==> config.mk <==
export PLATFORM = sky130hd
export DESIGN_NAME = col_top
export DESIGN_NICKNAME = d
export VERILOG_FILES = /design/src/design/col_pkg.sv /design/src/design/col_debounce.sv /design/src/design/col_top.sv
export VERILOG_INCLUDE_DIRS = /design/src /design/src/design
export SDC_FILE = /design/constraint.sdc
export NUM_CORES = 1
export LEC_CHECK = 0
export BUFFER_PORTS_ARGS = -buffer_cell sky130_fd_sc_hd__buf_2
export CORE_MARGIN = 2
export CORE_UTILIZATION = 50
export CTS_CLUSTER_SIZE = 16
export DETAILED_ROUTE_END_ITERATION = 8
export PLACE_DENSITY = 0.77
export SYNTH_ARGS = -nofsm -noshare
export SYNTH_HDL_FRONTEND = slang
export SYNTH_SLANG_ARGS = --single-unit
==> constraint.sdc <==
create_clock -name clk -period 3.4 [get_ports clk]
set_input_delay 0.17 -clock clk [delete_from_list [all_inputs] [get_ports clk]]
set_output_delay 0.17 -clock clk [all_outputs]
set_load 0.005 [all_outputs]
==> src/design/col_defines.svh <==
// timing counts, register offsets, field positions and reset values of the outlet supervisor
`ifndef COL_DEFINES_SVH
`define COL_DEFINES_SVH

// clock and millisecond timebase
`define COL_CLK_PERIOD_NS 4
`define COL_TICK_NS 1000000
`define COL_MS_CYCLES (`COL_TICK_NS / `COL_CLK_PERIOD_NS)

// times in milliseconds; one tick is one millisecond
`define COL_DEBOUNCE_MS 5
`define COL_PULSE_MIN_MS 30
`define COL_PULSE_MAX_MS 200
`define COL_FLASH_MS 500
`define COL_BACKUP_WAIT_MS 260000
`define COL_DEBOUNCE_TICKS (`COL_DEBOUNCE_MS)
`define COL_PULSE_MIN_TICKS (`COL_PULSE_MIN_MS)
`define COL_PULSE_MAX_TICKS (`COL_PULSE_MAX_MS)
`define COL_FLASH_TICKS (`COL_FLASH_MS)
`define COL_BACKUP_WAIT_TICKS (`COL_BACKUP_WAIT_MS)

// energy conversion: watt-hours in one kilowatt-hour
`define COL_WH_PER_KWH 17'h003E8

// register byte offsets
`define COL_ADR_CFG 8'h00
`define COL_ADR_PPK 8'h04
`define COL_ADR_CMD 8'h08
`define COL_ADR_STATUS_A 8'h0C
`define COL_ADR_STATUS_B 8'h10
`define COL_ADR_ENERGY_A 8'h14
`define COL_ADR_ENERGY_B 8'h18

// configuration fields; outlet b magnet bit sits one bit above outlet a, the lock timeout field is shared
`define COL_CFG_MAGNET 0
`define COL_CFG_TMO_LSB 16
`define COL_CFG_RST 32'h0BB80000
`define COL_PPK_RST 16'h03E8

// command fields, write-one pulses; outlet b sits one bit above outlet a
`define COL_CMD_START 0
`define COL_CMD_STOP 2
`define COL_CMD_OPT 4
`define COL_CMD_CLR 8

`endif

==> src/design/col_pkg.sv <==
// types shared by the outlet supervisor files
package col_pkg;

    // per-outlet inputs from station hardware and cable/pilot logic
    typedef struct packed {
        logic lock_sw;
        logic contactor_fb;
        logic rcd_trip;
        logic meter;
        logic start_key_n;
        logic stop_key_n;
        logic opt_key_n;
        logic cable_ok;
        logic vehicle_ready;
        logic cable_bad;
    } col_in_t;

    // per-outlet outputs to lock driver, contactor and panel
    typedef struct packed {
        logic lock_pos;
        logic lock_neg;
        logic contactor_on;
        logic fault_lamp;
        logic ready_lamp;
        logic optimised_lamp;
    } col_out_t;

    typedef enum logic [2:0] {
        COL_IDLE,
        COL_ARMED,
        COL_LOCKING,
        COL_CHARGING,
        COL_STOPPING,
        COL_UNLOCKING
    } col_state_t;

endpackage : col_pkg

==> src/design/col_debounce.sv <==
// per-bit contact debouncer on the millisecond tick
`timescale 1ns/1ps
`include "col_defines.svh"

module col_debounce #(
    parameter int W = 1
) (
    input wire logic clk,
    input wire logic arst_n,
    input wire logic tick,
    input wire logic [W-1:0] raw,
    output logic [W-1:0] stable
);

    // a level is taken once it held for the whole window; both edges delayed alike
    for (genvar b = 0; b < W; b++) begin : g_bit
        logic [2:0] cnt;
        always_ff @(posedge clk or negedge arst_n) begin
            if (!arst_n) begin
                cnt <= 3'h0;
                stable[b] <= 1'b0;
            end else if (raw[b] == stable[b]) begin
                cnt <= 3'h0;
            end else if (tick) begin
                if (cnt == 3'(`COL_DEBOUNCE_TICKS - 1)) begin
                    stable[b] <= raw[b];
                    cnt <= 3'h0;
                end else begin
                    cnt <= cnt + 3'h1;
                end
            end
        end
    end

endmodule : col_debounce

==> src/design/col_top.sv <==
// two-outlet lock, feedback, meter and panel supervisor with a classic wishbone slave
//
// Register access over Wishbone and the address map were decided locally.
`timescale 1ns/1ps
`include "col_defines.svh"

module col_top #(
    parameter int unsigned MS_CYCLES = `COL_MS_CYCLES,
    parameter int unsigned BACKUP_WAIT_MS = `COL_BACKUP_WAIT_TICKS
) (
    input wire logic clk,
    input wire logic arst_n,
    input wire logic wb_cyc_i,
    input wire logic wb_stb_i,
    input wire logic wb_we_i,
    input wire logic [7:0] wb_adr_i,
    input wire logic [3:0] wb_sel_i,
    input wire logic [31:0] wb_dat_i,
    output logic [31:0] wb_dat_o,
    output logic wb_ack_o,
    input wire col_pkg::col_in_t outlet_a_in,
    input wire col_pkg::col_in_t outlet_b_in,
    input wire logic mains_ok,
    input wire logic backup_present,
    input wire logic backup_energy_ok,
    output col_pkg::col_out_t outlet_a_out,
    output col_pkg::col_out_t outlet_b_out
);

    logic [17:0] ms_cnt;
    logic ms_tick;
    logic [9:0] flash_cnt;
    logic flash;
    logic [31:0] cfg;
    logic [15:0] ppk;
    logic wb_req;
    logic wb_wr;
    logic [31:0] wmask;
    logic [31:0] cmd;
    logic [31:0] rd_mux;
    logic [2:0] sh_raw;
    logic [2:0] sh_db;
    logic mains_up;
    logic backup_fitted;
    logic energy_ok;
    logic drive_ok;
    col_pkg::col_in_t raw_in [2];

    // millisecond timebase; the long divide is a parameter so a bench can shorten it
    always_ff @(posedge clk or negedge arst_n) begin
        if (!arst_n) begin
            ms_cnt <= 18'h00000;
            ms_tick <= 1'b0;
        end else if (ms_cnt == 18'(MS_CYCLES - 1)) begin
            ms_cnt <= 18'h00000;
            ms_tick <= 1'b1;
        end else begin
            ms_cnt <= ms_cnt + 18'h00001;
            ms_tick <= 1'b0;
        end
    end

    // shared flash rhythm keeps both ready lamps in step
    always_ff @(posedge clk or negedge arst_n) begin
        if (!arst_n) begin
            flash_cnt <= 10'h000;
            flash <= 1'b0;
        end else if (ms_tick) begin
            if (flash_cnt == 10'(`COL_FLASH_TICKS - 1)) begin
                flash_cnt <= 10'h000;
                flash <= ~flash;
            end else begin
                flash_cnt <= flash_cnt + 10'h001;
            end
        end
    end

    // box-wide contacts: mains, backup detect, stored energy
    assign sh_raw = {mains_ok, backup_present, backup_energy_ok};

    col_debounce #(
        .W(3)
    ) u_db_shared (
        .clk(clk),
        .arst_n(arst_n),
        .tick(ms_tick),
        .raw(sh_raw),
        .stable(sh_db)
    );

    assign mains_up = sh_db[2];
    assign backup_fitted = sh_db[1];
    assign energy_ok = sh_db[0];
    // without backup board the external supply always moves the pins
    assign drive_ok = ~backup_fitted | energy_ok;

    // wishbone decode; ack one cycle after the request, for one cycle
    assign wb_req = wb_cyc_i & wb_stb_i & ~wb_ack_o;
    assign wb_wr = wb_req & wb_we_i;
    assign wmask = {{8{wb_sel_i[3]}}, {8{wb_sel_i[2]}}, {8{wb_sel_i[1]}}, {8{wb_sel_i[0]}}};
    assign cmd = (wb_wr && wb_adr_i == `COL_ADR_CMD) ? (wb_dat_i & wmask) : 32'h00000000;

    always_ff @(posedge clk or negedge arst_n) begin
        if (!arst_n) begin
            wb_ack_o <= 1'b0;
        end else begin
            wb_ack_o <= wb_req;
        end
    end

    // configuration: lock type per outlet, lock timeout, meter resolution
    always_ff @(posedge clk or negedge arst_n) begin
        if (!arst_n) begin
            cfg <= `COL_CFG_RST;
            ppk <= `COL_PPK_RST;
        end else if (wb_wr) begin
            if (wb_adr_i == `COL_ADR_CFG) begin
                cfg <= (cfg & ~wmask) | (wb_dat_i & wmask);
            end
            if (wb_adr_i == `COL_ADR_PPK) begin
                ppk <= (ppk & ~wmask[15:0]) | (wb_dat_i[15:0] & wmask[15:0]);
            end
        end
    end

    // read data latched with the ack; unmapped offsets read zero
    always_comb begin
        case (wb_adr_i)
            `COL_ADR_CFG: rd_mux = cfg;
            `COL_ADR_PPK: rd_mux = {16'h0000, ppk};
            `COL_ADR_STATUS_A: rd_mux = g_ol[0].status;
            `COL_ADR_STATUS_B: rd_mux = g_ol[1].status;
            `COL_ADR_ENERGY_A: rd_mux = g_ol[0].wh;
            `COL_ADR_ENERGY_B: rd_mux = g_ol[1].wh;
            default: rd_mux = 32'h00000000;
        endcase
    end

    always_ff @(posedge clk or negedge arst_n) begin
        if (!arst_n) begin
            wb_dat_o <= 32'h00000000;
        end else if (wb_req && !wb_we_i) begin
            wb_dat_o <= rd_mux;
        end
    end

    assign raw_in[0] = outlet_a_in;
    assign raw_in[1] = outlet_b_in;

    // one independent supervisor per outlet
    for (genvar i = 0; i < 2; i++) begin : g_ol
        col_pkg::col_in_t db;
        col_pkg::col_in_t db_q;
        col_pkg::col_state_t state;
        col_pkg::col_out_t out_q;
        logic start_ev;
        logic stop_ev;
        logic opt_ev;
        logic clr;
        logic magnet;
        logic moving;
        logic [15:0] op_ms;
        logic [17:0] wait_ms;
        logic lock_tmo;
        logic lock_fault;
        logic rcd_fault;
        logic meter_err;
        logic fault_any;
        logic abort;
        logic opt_req;
        logic [7:0] hi_ms;
        logic pulse_ev;
        logic [16:0] acc;
        logic [31:0] wh;
        logic [31:0] status;

        col_debounce #(
            .W($bits(col_pkg::col_in_t))
        ) u_db (
            .clk(clk),
            .arst_n(arst_n),
            .tick(ms_tick),
            .raw(raw_in[i]),
            .stable(db)
        );

        always_ff @(posedge clk or negedge arst_n) begin
            if (!arst_n) begin
                db_q <= '0;
            end else begin
                db_q <= db;
            end
        end

        // a press is a falling edge of the grounded key, or a command bit
        assign start_ev = (~db.start_key_n & db_q.start_key_n) | cmd[`COL_CMD_START + i];
        assign stop_ev = (~db.stop_key_n & db_q.stop_key_n) | cmd[`COL_CMD_STOP + i];
        assign opt_ev = (~db.opt_key_n & db_q.opt_key_n) | cmd[`COL_CMD_OPT + i];
        assign clr = cmd[`COL_CMD_CLR + i];
        assign magnet = cfg[`COL_CFG_MAGNET + i];
        assign moving = (state == col_pkg::COL_LOCKING) || (state == col_pkg::COL_UNLOCKING);
        assign lock_tmo = (op_ms >= cfg[`COL_CFG_TMO_LSB +: 16]) || (wait_ms >= 18'(BACKUP_WAIT_MS));
        assign fault_any = lock_fault | rcd_fault | meter_err | db.cable_bad;
        assign abort = stop_ev | ~mains_up | db.rcd_trip;

        // travel timer runs while pins move; energy wait timed apart
        always_ff @(posedge clk or negedge arst_n) begin
            if (!arst_n) begin
                op_ms <= 16'h0000;
                wait_ms <= 18'h00000;
            end else if (!moving) begin
                op_ms <= 16'h0000;
                wait_ms <= 18'h00000;
            end else if (ms_tick) begin
                if (drive_ok) begin
                    op_ms <= op_ms + 16'h0001;
                end else begin
                    wait_ms <= wait_ms + 18'h00001;
                end
            end
        end

        // session sequence
        always_ff @(posedge clk or negedge arst_n) begin
            if (!arst_n) begin
                state <= col_pkg::COL_IDLE;
            end else begin
                case (state)
                    col_pkg::COL_IDLE: begin
                        if (start_ev) begin
                            state <= col_pkg::COL_ARMED;
                        end
                    end
                    col_pkg::COL_ARMED: begin
                        if (stop_ev) begin
                            state <= col_pkg::COL_IDLE;
                        end else if (db.cable_ok && db.vehicle_ready && !fault_any && mains_up) begin
                            state <= col_pkg::COL_LOCKING;
                        end
                    end
                    col_pkg::COL_LOCKING: begin
                        if (abort || lock_tmo) begin
                            state <= col_pkg::COL_STOPPING;
                        end else if (db.lock_sw && drive_ok) begin
                            state <= col_pkg::COL_CHARGING;
                        end
                    end
                    col_pkg::COL_CHARGING: begin
                        // a lock that lets go mid-session ends the session
                        if (abort || !db.lock_sw || fault_any) begin
                            state <= col_pkg::COL_STOPPING;
                        end
                    end
                    col_pkg::COL_STOPPING: begin
                        // the lock stays shut while the contactor still reports closed
                        if (!db.contactor_fb) begin
                            state <= col_pkg::COL_UNLOCKING;
                        end
                    end
                    col_pkg::COL_UNLOCKING: begin
                        if (!db.lock_sw || lock_tmo) begin
                            state <= col_pkg::COL_IDLE;
                        end
                    end
                    default: state <= col_pkg::COL_IDLE;
                endcase
            end
        end

        // sticky faults; an event in the clear cycle still sets the flag
        always_ff @(posedge clk or negedge arst_n) begin
            if (!arst_n) begin
                lock_fault <= 1'b0;
                rcd_fault <= 1'b0;
            end else begin
                lock_fault <= (moving & lock_tmo) | (state == col_pkg::COL_CHARGING & ~db.lock_sw)
                    | (lock_fault & ~clr);
                rcd_fault <= db.rcd_trip | (rcd_fault & ~clr);
            end
        end

        // optimised request lives until a stop key press or stop command
        always_ff @(posedge clk or negedge arst_n) begin
            if (!arst_n) begin
                opt_req <= 1'b0;
            end else begin
                opt_req <= opt_ev | (opt_req & ~stop_ev);
            end
        end

        // meter pulse width in ms, saturating so a stuck-high input cannot wrap
        always_ff @(posedge clk or negedge arst_n) begin
            if (!arst_n) begin
                hi_ms <= 8'h00;
            end else if (!db.meter) begin
                hi_ms <= 8'h00;
            end else if (ms_tick && hi_ms != 8'hFF) begin
                hi_ms <= hi_ms + 8'h01;
            end
        end

        assign pulse_ev = db_q.meter & ~db.meter & (hi_ms >= 8'(`COL_PULSE_MIN_TICKS))
            & (hi_ms <= 8'(`COL_PULSE_MAX_TICKS));

        always_ff @(posedge clk or negedge arst_n) begin
            if (!arst_n) begin
                meter_err <= 1'b0;
            end else begin
                meter_err <= (db.meter & (hi_ms > 8'(`COL_PULSE_MAX_TICKS))) | (meter_err & ~clr);
            end
        end

        // energy: each pulse adds 1000 Wh-units, whole Wh drained one per cycle
        always_ff @(posedge clk or negedge arst_n) begin
            if (!arst_n) begin
                acc <= 17'h00000;
                wh <= 32'h00000000;
            end else if (state == col_pkg::COL_ARMED && ppk == 16'h0000) begin
                acc <= 17'h00000;
            end else if (state == col_pkg::COL_LOCKING && op_ms == 16'h0000 && wait_ms == 18'h00000) begin
                acc <= 17'h00000;
                wh <= 32'h00000000;
            end else if (pulse_ev && ppk != 16'h0000) begin
                acc <= acc + `COL_WH_PER_KWH;
            end else if (ppk != 16'h0000 && acc >= {1'b0, ppk}) begin
                acc <= acc - {1'b0, ppk};
                wh <= wh + 32'h00000001;
            end
        end

        // output stage; every port bit from a flip-flop
        always_ff @(posedge clk or negedge arst_n) begin
            if (!arst_n) begin
                out_q <= '0;
            end else begin
                if (magnet) begin
                    out_q.lock_pos <= drive_ok & ((state == col_pkg::COL_LOCKING)
                        | (state == col_pkg::COL_CHARGING) | (state == col_pkg::COL_STOPPING));
                    out_q.lock_neg <= 1'b0;
                end else begin
                    out_q.lock_pos <= drive_ok & (state == col_pkg::COL_LOCKING) & ~db.lock_sw;
                    out_q.lock_neg <= drive_ok & (state == col_pkg::COL_UNLOCKING) & db.lock_sw
                        & ~db.contactor_fb;
                end
                out_q.contactor_on <= (state == col_pkg::COL_CHARGING) & db.lock_sw & ~abort
                    & ~fault_any;
                out_q.fault_lamp <= fault_any;
                if (state == col_pkg::COL_CHARGING) begin
                    out_q.ready_lamp <= 1'b1;
                end else if (state == col_pkg::COL_ARMED || state == col_pkg::COL_LOCKING
                    || (state == col_pkg::COL_IDLE && db.cable_ok)) begin
                    out_q.ready_lamp <= flash;
                end else begin
                    out_q.ready_lamp <= 1'b0;
                end
                out_q.optimised_lamp <= opt_req;
            end
        end

        assign status = {13'h0000, mains_up, energy_ok, backup_fitted, 3'h0, opt_req, db.cable_bad,
            meter_err, rcd_fault, lock_fault, 1'b0, out_q.contactor_on, db.contactor_fb, db.lock_sw,
            1'b0, state};
    end

    assign outlet_a_out = g_ol[0].out_q;
    assign outlet_b_out = g_ol[1].out_q;

endmodule : col_top

==> results of run 1 <==
-- worst paths after layout --
kind / slack (ps) / cells past startpoint / end / from
setup / recovery: 190 / 12 / g_ol[1].acc[14] / flip-flop
hold / removal: 90 / 4 / wb_dat_o[0] / wb_we_i
setup reg to reg: 190 / 12 / g_ol[1].acc[14] / flip-flop
hold reg to reg: 430 / 0 / outlet_a_out[0] / g_ol[0].opt_req
max in group asynchronous: 2220 / 3 / g_ol[0].u_db.stable[1] / arst_n
min in group asynchronous: 230 / 2 / g_ol[0].wh[28] / arst_n
-- final cells by class --
cell class | count | area share (%)
antenna | 2 | 0.0186
tap | 607 | 2.83
timing repair buffer | 227 | 6.02
clock buffer | 67 | 4.72
clock inverter | 10 | 0.303
inverter | 118 | 1.65
sequential | 419 | 39.1
multi-input combinational | 1862 | 45.4
-- what timing repair did --
action	4_1_cts	5_1_grt
setup endpoints to repair	0	32
gates resized for setup	0	3
endpoints found under the hold margin	217	0
setup buffers	0	0
hold buffers	58	0
-- tightest hold or removal path, delay by kind of cell --
kind	cells	cell delay (ps)
buffers and inverters	1	200
and+or+nand+nor	2	200
AOI/OAI and AO/OA	1	50
-- through the flow --
step | total power [mW] | worst slack, ps | instances | area [µm²] | hold slack, ps
after CTS | 11.9 | 97.5 | 3310 | 26900 | 47.0
after detailed placement | 7.24 | 107 | 3175 | 24900 | 286
after global routing | 12.3 | 0.827 | 3312 | 26900 | 77.3
final | 11.9 | 187 | 3312 | 26900 | 85.5
after floorplan | 6.57 | 547 | 2491 | 23500 | -126
after global placement | 7.19 | 159 | 3175 | 24900 | 281
-- power groups by stage --
stage	logic [mW]	clock network (mW)	registers (mW)
after floorplan	1.20	0	5.37
after global placement	1.68	0	5.52
after detailed placement	1.71	0	5.53
after CTS	1.78	4.71	5.44
after global routing	1.97	4.90	5.47
final	1.80	4.63	5.45
-- layer usage --
metal  track usage, %  part of all wire (%)  up-vias  wire, µm
met2             41.9                    47      804     29200
met4             10.5                   4.1        0      2550
met5                0                     0        -         0
met3             4.63                   7.9      158      4970
li1                 -                     -     9086         -
met1             34.6                    41     9526     26000
-- placed cells by master, fill, tap and decap left out, drive strengths merged, types with 10 or more instances in the layout --
master / synthesis / layout
mux2: 76 / 76
mux2i: 24 / 24
clkbuf: 71 / 67
o21a: 10 / 10
a222oi: 26 / 26
dlygate4sd3: 0 / 58
and3: 27 / 27
nor2b: 17 / 17
a21oi: 115 / 115
a22o: 12 / 12
and2: 23 / 23
or3: 16 / 16
and4: 12 / 12
ha: 128 / 128
dfrtp: 406 / 406
xnor2: 110 / 110
xor2: 96 / 96
nor4: 36 / 36
a211oi: 17 / 17
o21ai: 131 / 131
nand4: 50 / 50
or2: 10 / 10
buf: 21 / 169
nand2b: 38 / 38
nand3: 142 / 142
dfstp: 13 / 13
a21o: 22 / 22
nor2: 315 / 315
nand2: 244 / 244
inv: 118 / 122
nor3: 40 / 40
-- cells by family (layout without fill, tap and decap cells) --
group / after synthesis / count (layout)
XOR/XNOR: 206 / 206
buffers and inverters: 210 / 422
multiplexers: 100 / 100
adder cells (fa/ha/maj): 130 / 130
flip-flops: 419 / 419
AND/OR/NAND/NOR: 998 / 998
other: 0 / 2
AO/OA/AOI/OAI: 428 / 428
==> summary.md, run 1 <==
| Metric | Value |
|---|---|
| H-tree levels | `2` |
| Fin. Hold Viols | `0` |
| Num CTS Buffers | `45` |
| Maxcap violations | `0` |
| CTS Sinks | `419` |
| Clock share of power | `39.0%` |
| Syn Area/Cell | `9.43 µm²` |
| Wire per inst | `18.9 µm` |
| Most common cell in the netlist | `dfrtp_1` |
| Critical path type | `flip-flop to flip-flop` |
| Critical path buffers and inverters | `2` |
| Largest net degree at the start of global routing | `between 90 and 100` |
| Layout cells sized above 1 | `about 14%` |
| Synthesized Nets | `approximately 2700` |
| DRC viols | `0` |
| Finish-stage setup viols | `0` |
| Switching pwr | `between 3 and 4 mW` |
| Maximum clock frequency | `roughly 0.31 GHz` |
| Clk root buf | `clkbuf_16` |
| Post-synthesis register bit count | `around 420` |
| Area share of and/or/nand/nor cells after synthesis | `about a fifth` |
| DRT Pass-1 Iters | `8` |
| # fillers | `3902` |
| Nature of the critical path endpoint | `flip-flop` |
| Post-synth EDFFs | `0` |
| Flop pwr share | `roughly 46%` |
| Area leader, netlist | `dfrtp_1` |
| Util after Layout | `approximately 58%` |
| Adder-cell area share of the yosys netlist | `between 6 and 7%` |
| Crit path cell chain | `inv_1 -> ha_1 -> o21ai_0 -> nor2_1 -> nor4_1 -> or2_2 -> o211ai_1 -> o311ai_0 -> buf_4 -> or3b_2 -> a41o_1 -> nor3_2` |
| Status | `finished, final reports clean` |
| Synth Area in Compound Gates | `a little under an eighth` |
| PwrDens | `between 400 and 500 nW/µm²` |
| RSZ-0062 raised after global routing | `false` |
| Vias per inst | `between 5 and 6` |
| Antenna violations before repair | `3` |
| CTS clk-pin slew, worst paths | `roughly 60 ps` |
| Final Routed Wirelength | `approximately 63000 µm` |
| Die area | `~49000 µm²` |
| Top delay family on crit path | `simple AND/OR/NAND/NOR gates` |
| Gate power share | `15.2%` |
| Antenna Nets Post-Route | `0` |
| Crit path DAT | `around 3700 ps` |
| Final net count | `approximately 2900` |
| Worst vdd ir | `~0.0004 V` |
| Core box area | `46500 µm²` |
| Synth Area in XOR/XNOR | `under 10%` |
| Pleak | `12.1 nW` |
| GRT Util Overall | `25.9%` |
| FF/Latch Area | `about 11000 µm²` |
| Die Y | `between 200 and 250 µm` |
| DPL Wire Length | `45600 µm` |
| Clock skew | `19.9 ps` |
| Worst Path Required | `a little under 4000 ps` |
| Multi-input gate area | `roughly 12000 µm²` |
| Worst setup SP type | `flip-flop` |
| Final worst-path cycle share | `about 94%` |
| Post-synth top cells | `dfrtp_1 (406), nor2_1 (314), nand2_1 (243)` |
| Horiz. Die Dim | `221 µm` |
| Multiplexer area fraction after synthesis | `about 4.7%` |
| Worst Max-Slew Pin Slew | `about 1000 ps` |
| Sequential fraction of the synthesis area | `~45%` |
| Global-route wire length before repair | `between 100000 and 150000 µm` |
| Post-Syn Area | `roughly 23000 µm²` |
| Initial DRC count | `2060` |
| Max clock buf depth | `3` |
| Slew HR | `approximately a third` |
| Largest family of logic cells by synthesized area | `simple AND/OR/NAND/NOR gates` |
| Vias | `19600` |
| Synth area leaders | `dfrtp_1 (43%), ha_1 (6.8%), nor2_1 (5.0%)` |
| Initial Util | `50.6%` |
| Num ports | `approximately 120` |
| Slowest stage delay, CP | `540 ps` |
| Predominant post-synthesis flop cell | `dfrtp_1` |
| Setup TNS | `0 ps` |
| CP max FO | `5` |
| Ys async rst share | `100%` |
| Worst hold path type | `primary input to flip-flop` |
| Synth cell types | `between 80 and 90` |
| Post-Synthesis Cells | `2491` |
| Post-synth top area share | `43.2%` |
| Port buffer count | `between 100 and 150` |
| Synth warn | `0` |
| Net Sw Frac | `29.1%` |
| Final Max Slew Viols | `0` |
| Tmin final | `between 3000 and 4000 ps` |
| Pint | `between 8 and 9 mW` |
| Gr ovfl total | `0` |
| GPL Wtd Cong | `0.985` |
| CTS tree | `yes` |
| Area growth from synthesis to layout | `14.4%` |
| Worst-Skew Late Latency | `~590 ps` |
| Number of global-route vias before repair | `between 15000 and 20000` |
| Slowest CP cell | `dfstp_2` |
| Row Count | `79` |
Note: power is estimated with default switching activity, not from simulation.
==> run 2, diff against run 1 <==
--- a/config.mk
+++ b/config.mk
@@ -11,7 +11,7 @@
 export CORE_UTILIZATION = 50
 export CTS_CLUSTER_SIZE = 16
 export DETAILED_ROUTE_END_ITERATION = 8
-export PLACE_DENSITY = 0.77
+export PLACE_DENSITY = 0.67
 export SYNTH_ARGS = -nofsm -noshare
 export SYNTH_HDL_FRONTEND = slang
 export SYNTH_SLANG_ARGS = --single-unit
==> run 2 against run 1 <==
Wire length decreased by 0.49%. Highest routed layer unchanged. Hold slack improved by 31 ps. Cell count increased by 0.39%.
==> summary.md, run 2 (same netlist as run 1, synthesis figures left out) <==
| Metric | Value |
|---|---|
| Area growth from synthesis to layout | `15.4%` |
| Maximum clock frequency | `0.313 GHz` |
| DP Worst Slack | `~220 ps` |
| Worst vdd ir | `0.000317 V` |
| Final Max Slew Viols | `0` |
| CP max FO | `6` |
| Status | `finished, final reports clean` |
| Largest net degree at the start of global routing | `around 110` |
| Commonest cells after routing, fill and taps aside | `dfrtp_1 (405), nor2_1 (314), nand2_1 (243)` |
| Num CTS Buffers | `48` |
| Worst setup SP type | `flip-flop` |
| Vias | `~19000` |
| Initial DRC count | `about 1600` |
| Worst hold path type | `primary input to flip-flop` |
| Layout cells sized above 1 | `14.1%` |
| Worst-Skew Late Latency | `roughly 600 ps` |
| Die area | `48700 µm²` |
| Row Count | `79` |
| Critical path type | `flip-flop to flip-flop` |
| Commonest non-fill, non-tap cell in the layout | `dfrtp_1` |
| Horiz. Die Dim | `approximately 220 µm` |
| Final Routed Wirelength | `about 62000 µm` |
| DPL Wire Length | `between 40000 and 50000 µm` |
| Fin. Hold Viols | `0` |
| Final net count | `roughly 2900` |
| Core box area | `46500 µm²` |
| Port buffer count | `116` |
| Tmin final | `3200 ps` |
| DRC viols | `0` |
| Number of global-route vias before repair | `between 15000 and 20000` |
| Wire per inst | `between 15 and 20 µm` |
| GRT Util Overall | `26.1%` |
| Antenna Nets Post-Route | `0` |
| CTS clk-pin slew, worst paths | `around 60 ps` |
| Setup TNS | `0 ps` |
| Max clock buf depth | `3` |
| # fillers | `approximately 4100` |
| GPL Wtd Cong | `0.968` |
| Initial Util | `approximately half` |
| Worst Path Required | `a little under 4000 ps` |
| Global-route wire length before repair | `100000 µm` |
| H-tree levels | `2` |
| Pleak | `~12 nW` |
| Die Y | `221 µm` |
| Slew HR | `33.3%` |
| Finish-stage setup viols | `0` |
| Num ports | `around 120` |
| CTS tree | `yes` |
| Crit path DAT | `3670 ps` |
| Gr ovfl total | `0` |
| Final worst-path cycle share | `roughly 94%` |
| PwrDens | `roughly 460 nW/µm²` |
| Worst Max-Slew Pin Slew | `approximately 1000 ps` |
| DRT Pass-1 Iters | `6` |
| CTS Sinks | `between 400 and 500` |
| Maxcap violations | `0` |
| Final worst slack | `201 ps` |
| RSZ-0062 raised after global routing | `false` |
| Post-CTS setup buffer count | `0` |
| Vias per inst | `~5.8` |
| Clk root buf | `clkbuf_16` |
| Util after Layout | `between 50% and 60%` |
| Clock skew | `between 20 and 30 ps` |
| Nature of the critical path endpoint | `flip-flop` |
| Antenna violations before repair | `3` |
run 2: per-layer routing:
metal / wire, µm / global-route usage (%) / vias up / share of wire [%]
met4: 2530 / 10.4 / 0 / 4.1
met5: 0 / 0 / - / 0
met1: 27200 / 35.5 / 9400 / 44
met2: 28600 / 41.3 / 610 / 46
li1: - / - / 9101 / -
met3: 4070 / 4.91 / 137 / 6.5
run 2: final cells by class:
class	instances	area (µm²)	area share, %
inverter	118	443	1.63
clock buffer	72	1420	5.24
sequential	419	10500	38.8
timing repair buffer	228	1630	6.03
clock inverter	15	140	0.517
tap	607	759	2.80
antenna	4	10.0	0.0369
multi-input combinational	1862	12200	45.0
run 2: worst max-delay path: stages (launching register included):
cell       delay, ps
dfstp_2          550
inv_1             80
ha_1             380
a21o_1           190
nand3_1          120
a31oi_1          390
a2111oi_4        170
a2111oi_4        590
and2b_2          300
nand3_1          110
xor2_1           150
nor2_1            50
run 2: worst paths after layout:
path | end | cells after the start | slack [ps] | from
worst max-delay path | g_ol[1].wh[12] | 11 | 200 | flip-flop
worst min-delay path | wb_dat_o[0] | 4 | 120 | wb_we_i
worst max register to register | g_ol[1].wh[12] | 11 | 200 | flip-flop
worst min register to register | g_ol[1].db_q[4] | 0 | 450 | g_ol[1].u_db.stable[4]
max in group asynchronous | async pin | 3 | 2130 | arst_n
min in group asynchronous | g_ol[1].acc[13] | 2 | 260 | arst_n
run 2: timing repair:
item	in CTS	in global routing
gates resized for setup	0	4
endpoints found under the hold margin	241	0
hold buffers	56	0
setup endpoints to repair	0	15
run 2: power by group:
part           leakage (nW)  switching [mW]  internal [mW]
clock                 0.781            2.11           3.03
combinational          5.81            1.17          0.714
sequential             5.60           0.273           5.16
total                  12.2            3.55           8.90
run 2: per-stage QoR:
step,total power [mW],std cells,area [µm²],hold slack [ps]
3_3_place_gp,7.28,3178,25000,320
3_5_place_dp,7.32,3178,25000,318
5_1_grt,13.0,3324,27100,78.6
6_report,12.5,3325,27100,117
2_1_floorplan,6.57,2491,23500,-126
4_1_cts,12.5,3321,27100,74.7
==> run 3, diff against run 2 <==
--- a/config.mk
+++ b/config.mk
@@ -6,12 +6,15 @@
 export SDC_FILE = /design/constraint.sdc
 export NUM_CORES = 1
 export LEC_CHECK = 0
+export ABC_AREA = 1
 export BUFFER_PORTS_ARGS = -buffer_cell sky130_fd_sc_hd__buf_2
+export CELL_PAD_IN_SITES_DETAIL_PLACEMENT = 1
+export CELL_PAD_IN_SITES_GLOBAL_PLACEMENT = 1
 export CORE_MARGIN = 2
-export CORE_UTILIZATION = 50
+export CORE_UTILIZATION = 46
 export CTS_CLUSTER_SIZE = 16
 export DETAILED_ROUTE_END_ITERATION = 8
-export PLACE_DENSITY = 0.67
+export PLACE_DENSITY_LB_ADDON = 0.1
 export SYNTH_ARGS = -nofsm -noshare
 export SYNTH_HDL_FRONTEND = slang
 export SYNTH_SLANG_ARGS = --single-unit
==> run 3 against run 2 <==
First-iteration DRC count is 9.5% lower. Synthesized area is 11% higher. Clock power is 14% higher. Die area up 20%. Worst setup slack improved by 270 ps. Combinational power up 120%. Utilization decreased by 5.3 points. Global-route usage rose by 5.6 points. Hold slack worse by 38 ps. Non-clock buffer count decreased by 25. Critical path type unchanged. Critical endpoint is now g_ol[0].acc[4]. Largest power group is now the clock network. Highest routed layer is now met5.
==> summary.md, run 3 <==
| Metric | Value |
|---|---|
| Filler-free cell count of the finished design | `about 4500` |
| Post-Synthesis Cells | `roughly 3500` |
| Tmin final | `2930 ps` |
| CTS clk-pin slew, worst paths | `approximately 60 ps` |
| Post-synth top area share | `~40%` |
| Final net count | `~3900` |
| Synth cell types | `54` |
| Max clock buf depth | `3` |
| Core box area | `around 56000 µm²` |
| Worst Setup EP | `g_ol[0].acc[4]` |
| Die area | `approximately 58000 µm²` |
| Layout cells sized above 1 | `8.88%` |
| Global-route wire length before repair | `148000 µm` |
| RSZ-0062 raised after global routing | `false` |
| Pleak | `14.3 nW` |
| Clock skew | `a little over 20 ps` |
| DPL Wire Length | `70400 µm` |
| Vias | `about 25000` |
| Horiz. Die Dim | `242 µm` |
| Die Y | `between 200 and 250 µm` |
| Num CTS Buffers | `50` |
| Setup TNS | `0 ps` |
| Critical path type | `flip-flop to flip-flop` |
| Post-synth top cells | `nand2_1 (906), inv_1 (436), dfrtp_1 (406)` |
| PwrDens | `slightly above 500 nW/µm²` |
| Predominant post-synthesis flop cell | `dfrtp_1` |
| Sequential fraction of the synthesis area | `about two fifths` |
| Antenna violations before repair | `2` |
| Initial DRC count | `1452` |
| Vias per inst | `between 5 and 6` |
| Synth warn | `0` |
| Status | `finished, final reports clean` |
| Register-to-register setup slack | `approximately 470 ps` |
| Nature of the critical path endpoint | `flip-flop` |
| H-tree levels | `2` |
| Worst setup SP type | `flip-flop` |
| Maximum clock frequency | `between 0.3 and 0.4 GHz` |
| Fin. Hold Viols | `0` |
| Post-synth EDFFs | `0` |
| CP max FO | `16` |
| Commonest non-fill, non-tap cell in the layout | `nand2_1` |
| CTS Sinks | `419` |
| Post-synthesis register bit count | `between 400 and 500` |
| Antenna Nets Post-Route | `0` |
| Most common cell in the netlist | `nand2_1` |
| Gr ovfl total | `0` |
| GRT Util Overall | `between 30% and 40%` |
| Crit path DAT | `3440 ps` |
| R2R depth | `13` |
| CP Launch Point | `g_ol[0].hi_ms[0]` |
| R2r endpoint | `g_ol[0].acc[4]` |
| GPL Wtd Cong | `approximately 0.97` |
| Final Max Slew Viols | `0` |
| Syn Area/Cell | `between 7 and 8 µm²` |
| CTS Hold Bufs | `58` |
| Synth area leaders | `dfrtp_1 (39%), nand2_1 (13%), inv_1 (6.3%)` |
| Clk root buf | `clkbuf_16` |
| DRC viols | `0` |
| Post-Syn Area | `~26000 µm²` |
| Maxcap violations | `0` |
| Num ports | `between 100 and 150` |
| Cts repair resizes | `0` |
| Worst vdd ir | `0.000367 V` |
| DRT Pass-1 Iters | `5` |
| Worst-Skew Late Latency | `around 620 ps` |
| Finish-stage setup viols | `0` |
| Largest net degree at the start of global routing | `88` |
| Worst Max-Slew Pin Slew | `roughly 1000 ps` |
| Post-CTS setup buffer count | `0` |
| Wire per inst | `20.5 µm` |
| Worst hold path type | `primary input to flip-flop` |
| Worst r2r src | `g_ol[0].hi_ms[0]` |
| Number of global-route vias before repair | `roughly 27000` |
| Area leader, netlist | `dfrtp_1` |
| Final Routed Wirelength | `92300 µm` |
| Final worst-path cycle share | `roughly 86%` |
| Ant diodes | `0` |
| Synthesized Nets | `between 3000 and 4000` |
| Row Count | `between 80 and 90` |
| CTS tree | `yes` |
| Slew HR | `around 31%` |
| Worst Path Required | `3920 ps` |
| Ys async rst share | `100%` |
| Initial Util | `between 40% and 50%` |
| Port buffer count | `around 120` |
| Commonest cells after routing, fill and taps aside | `nand2_1 (906), inv_1 (436), dfrtp_1 (405)` |
| Area growth from synthesis to layout | `14.7%` |
| Placed cell count | `between 4000 and 5000` |
## run 3: power by group
part           switching, mW  internal [mW]  leakage [nW]
clock network           2.34           3.52         0.870
registers              0.307           5.19          5.52
logic                   2.78           1.33          7.94
## run 3: metal layers
layer  part of all wire, %  GRT usage [%]  up-vias
met5                 0.014              0        -
met4                   4.6           14.2        2
met3                   4.3           4.13      179
met2                    48           54.0      537
met1                    43           40.2    12500
li1                      -              -    11900
## run 3: kinds of logic (layout without fill, tap and decap cells)
| family | Yosys count | after routing | synth area share (%) |
|---|---|---|---|
| compound gates | 533 | 533 | 11.3 |
| xor+xnor | 117 | 117 | 3.94 |
| fa+ha+maj | 130 | 130 | 6.32 |
| buf+inv | 522 | 746 | 7.83 |
| flops | 419 | 419 | 40.4 |
| mux | 16 | 16 | 0.693 |
| simple gates | 1778 | 1778 | 29.5 |
## run 3: how the worst min path moves through the flow
stage                 from               to  cells past startpoint
2_1_floorplan       arst_n        async pin                      0
3_3_place_gp        arst_n  g_ol[0].acc[14]                      1
3_5_place_dp        arst_n  g_ol[0].acc[14]                      1
4_1_cts        wb_sel_i[0]  g_ol[0].opt_req                      3
5_1_grt        wb_sel_i[0]  g_ol[1].opt_req                      3
6_report       wb_sel_i[0]  g_ol[1].opt_req                      3
## run 3: through the flow
step	power (mW)	hold slack [ps]	area, µm²	worst slack [ps]	util [%]
after floorplan	8.32	-126	26000	1220	-
after global placement	9.49	190	27500	714	48.9
after detailed placement	9.58	203	27500	577	48.9
after CTS	15.5	31.3	29800	550	53.1
after global routing	16.4	69.7	29800	241	53.1
final	15.5	79.3	29800	472	53.1
## run 3: layout make-up
class | instances | area (µm²)
tap | 756 | 946
clock inverter | 24 | 373
multi-input combinational | 2574 | 13500
fill | 7107 | 26300
timing repair buffer | 203 | 1450
clock buffer | 70 | 1410
inverter | 449 | 1690
sequential | 419 | 10500
## run 3: critical path, cell delays in order (launching register included)
cell and delay (ps):
dfrtp_1 410, inv_1 90, ha_1 190, or2_2 280, a21oi_1 540, inv_1 100
nand2_1 100, nor2_2 50, buf_4 200, nor2_2 170, nand2_2 260, inv_2 260
nand2_1 80, o21ai_0 100
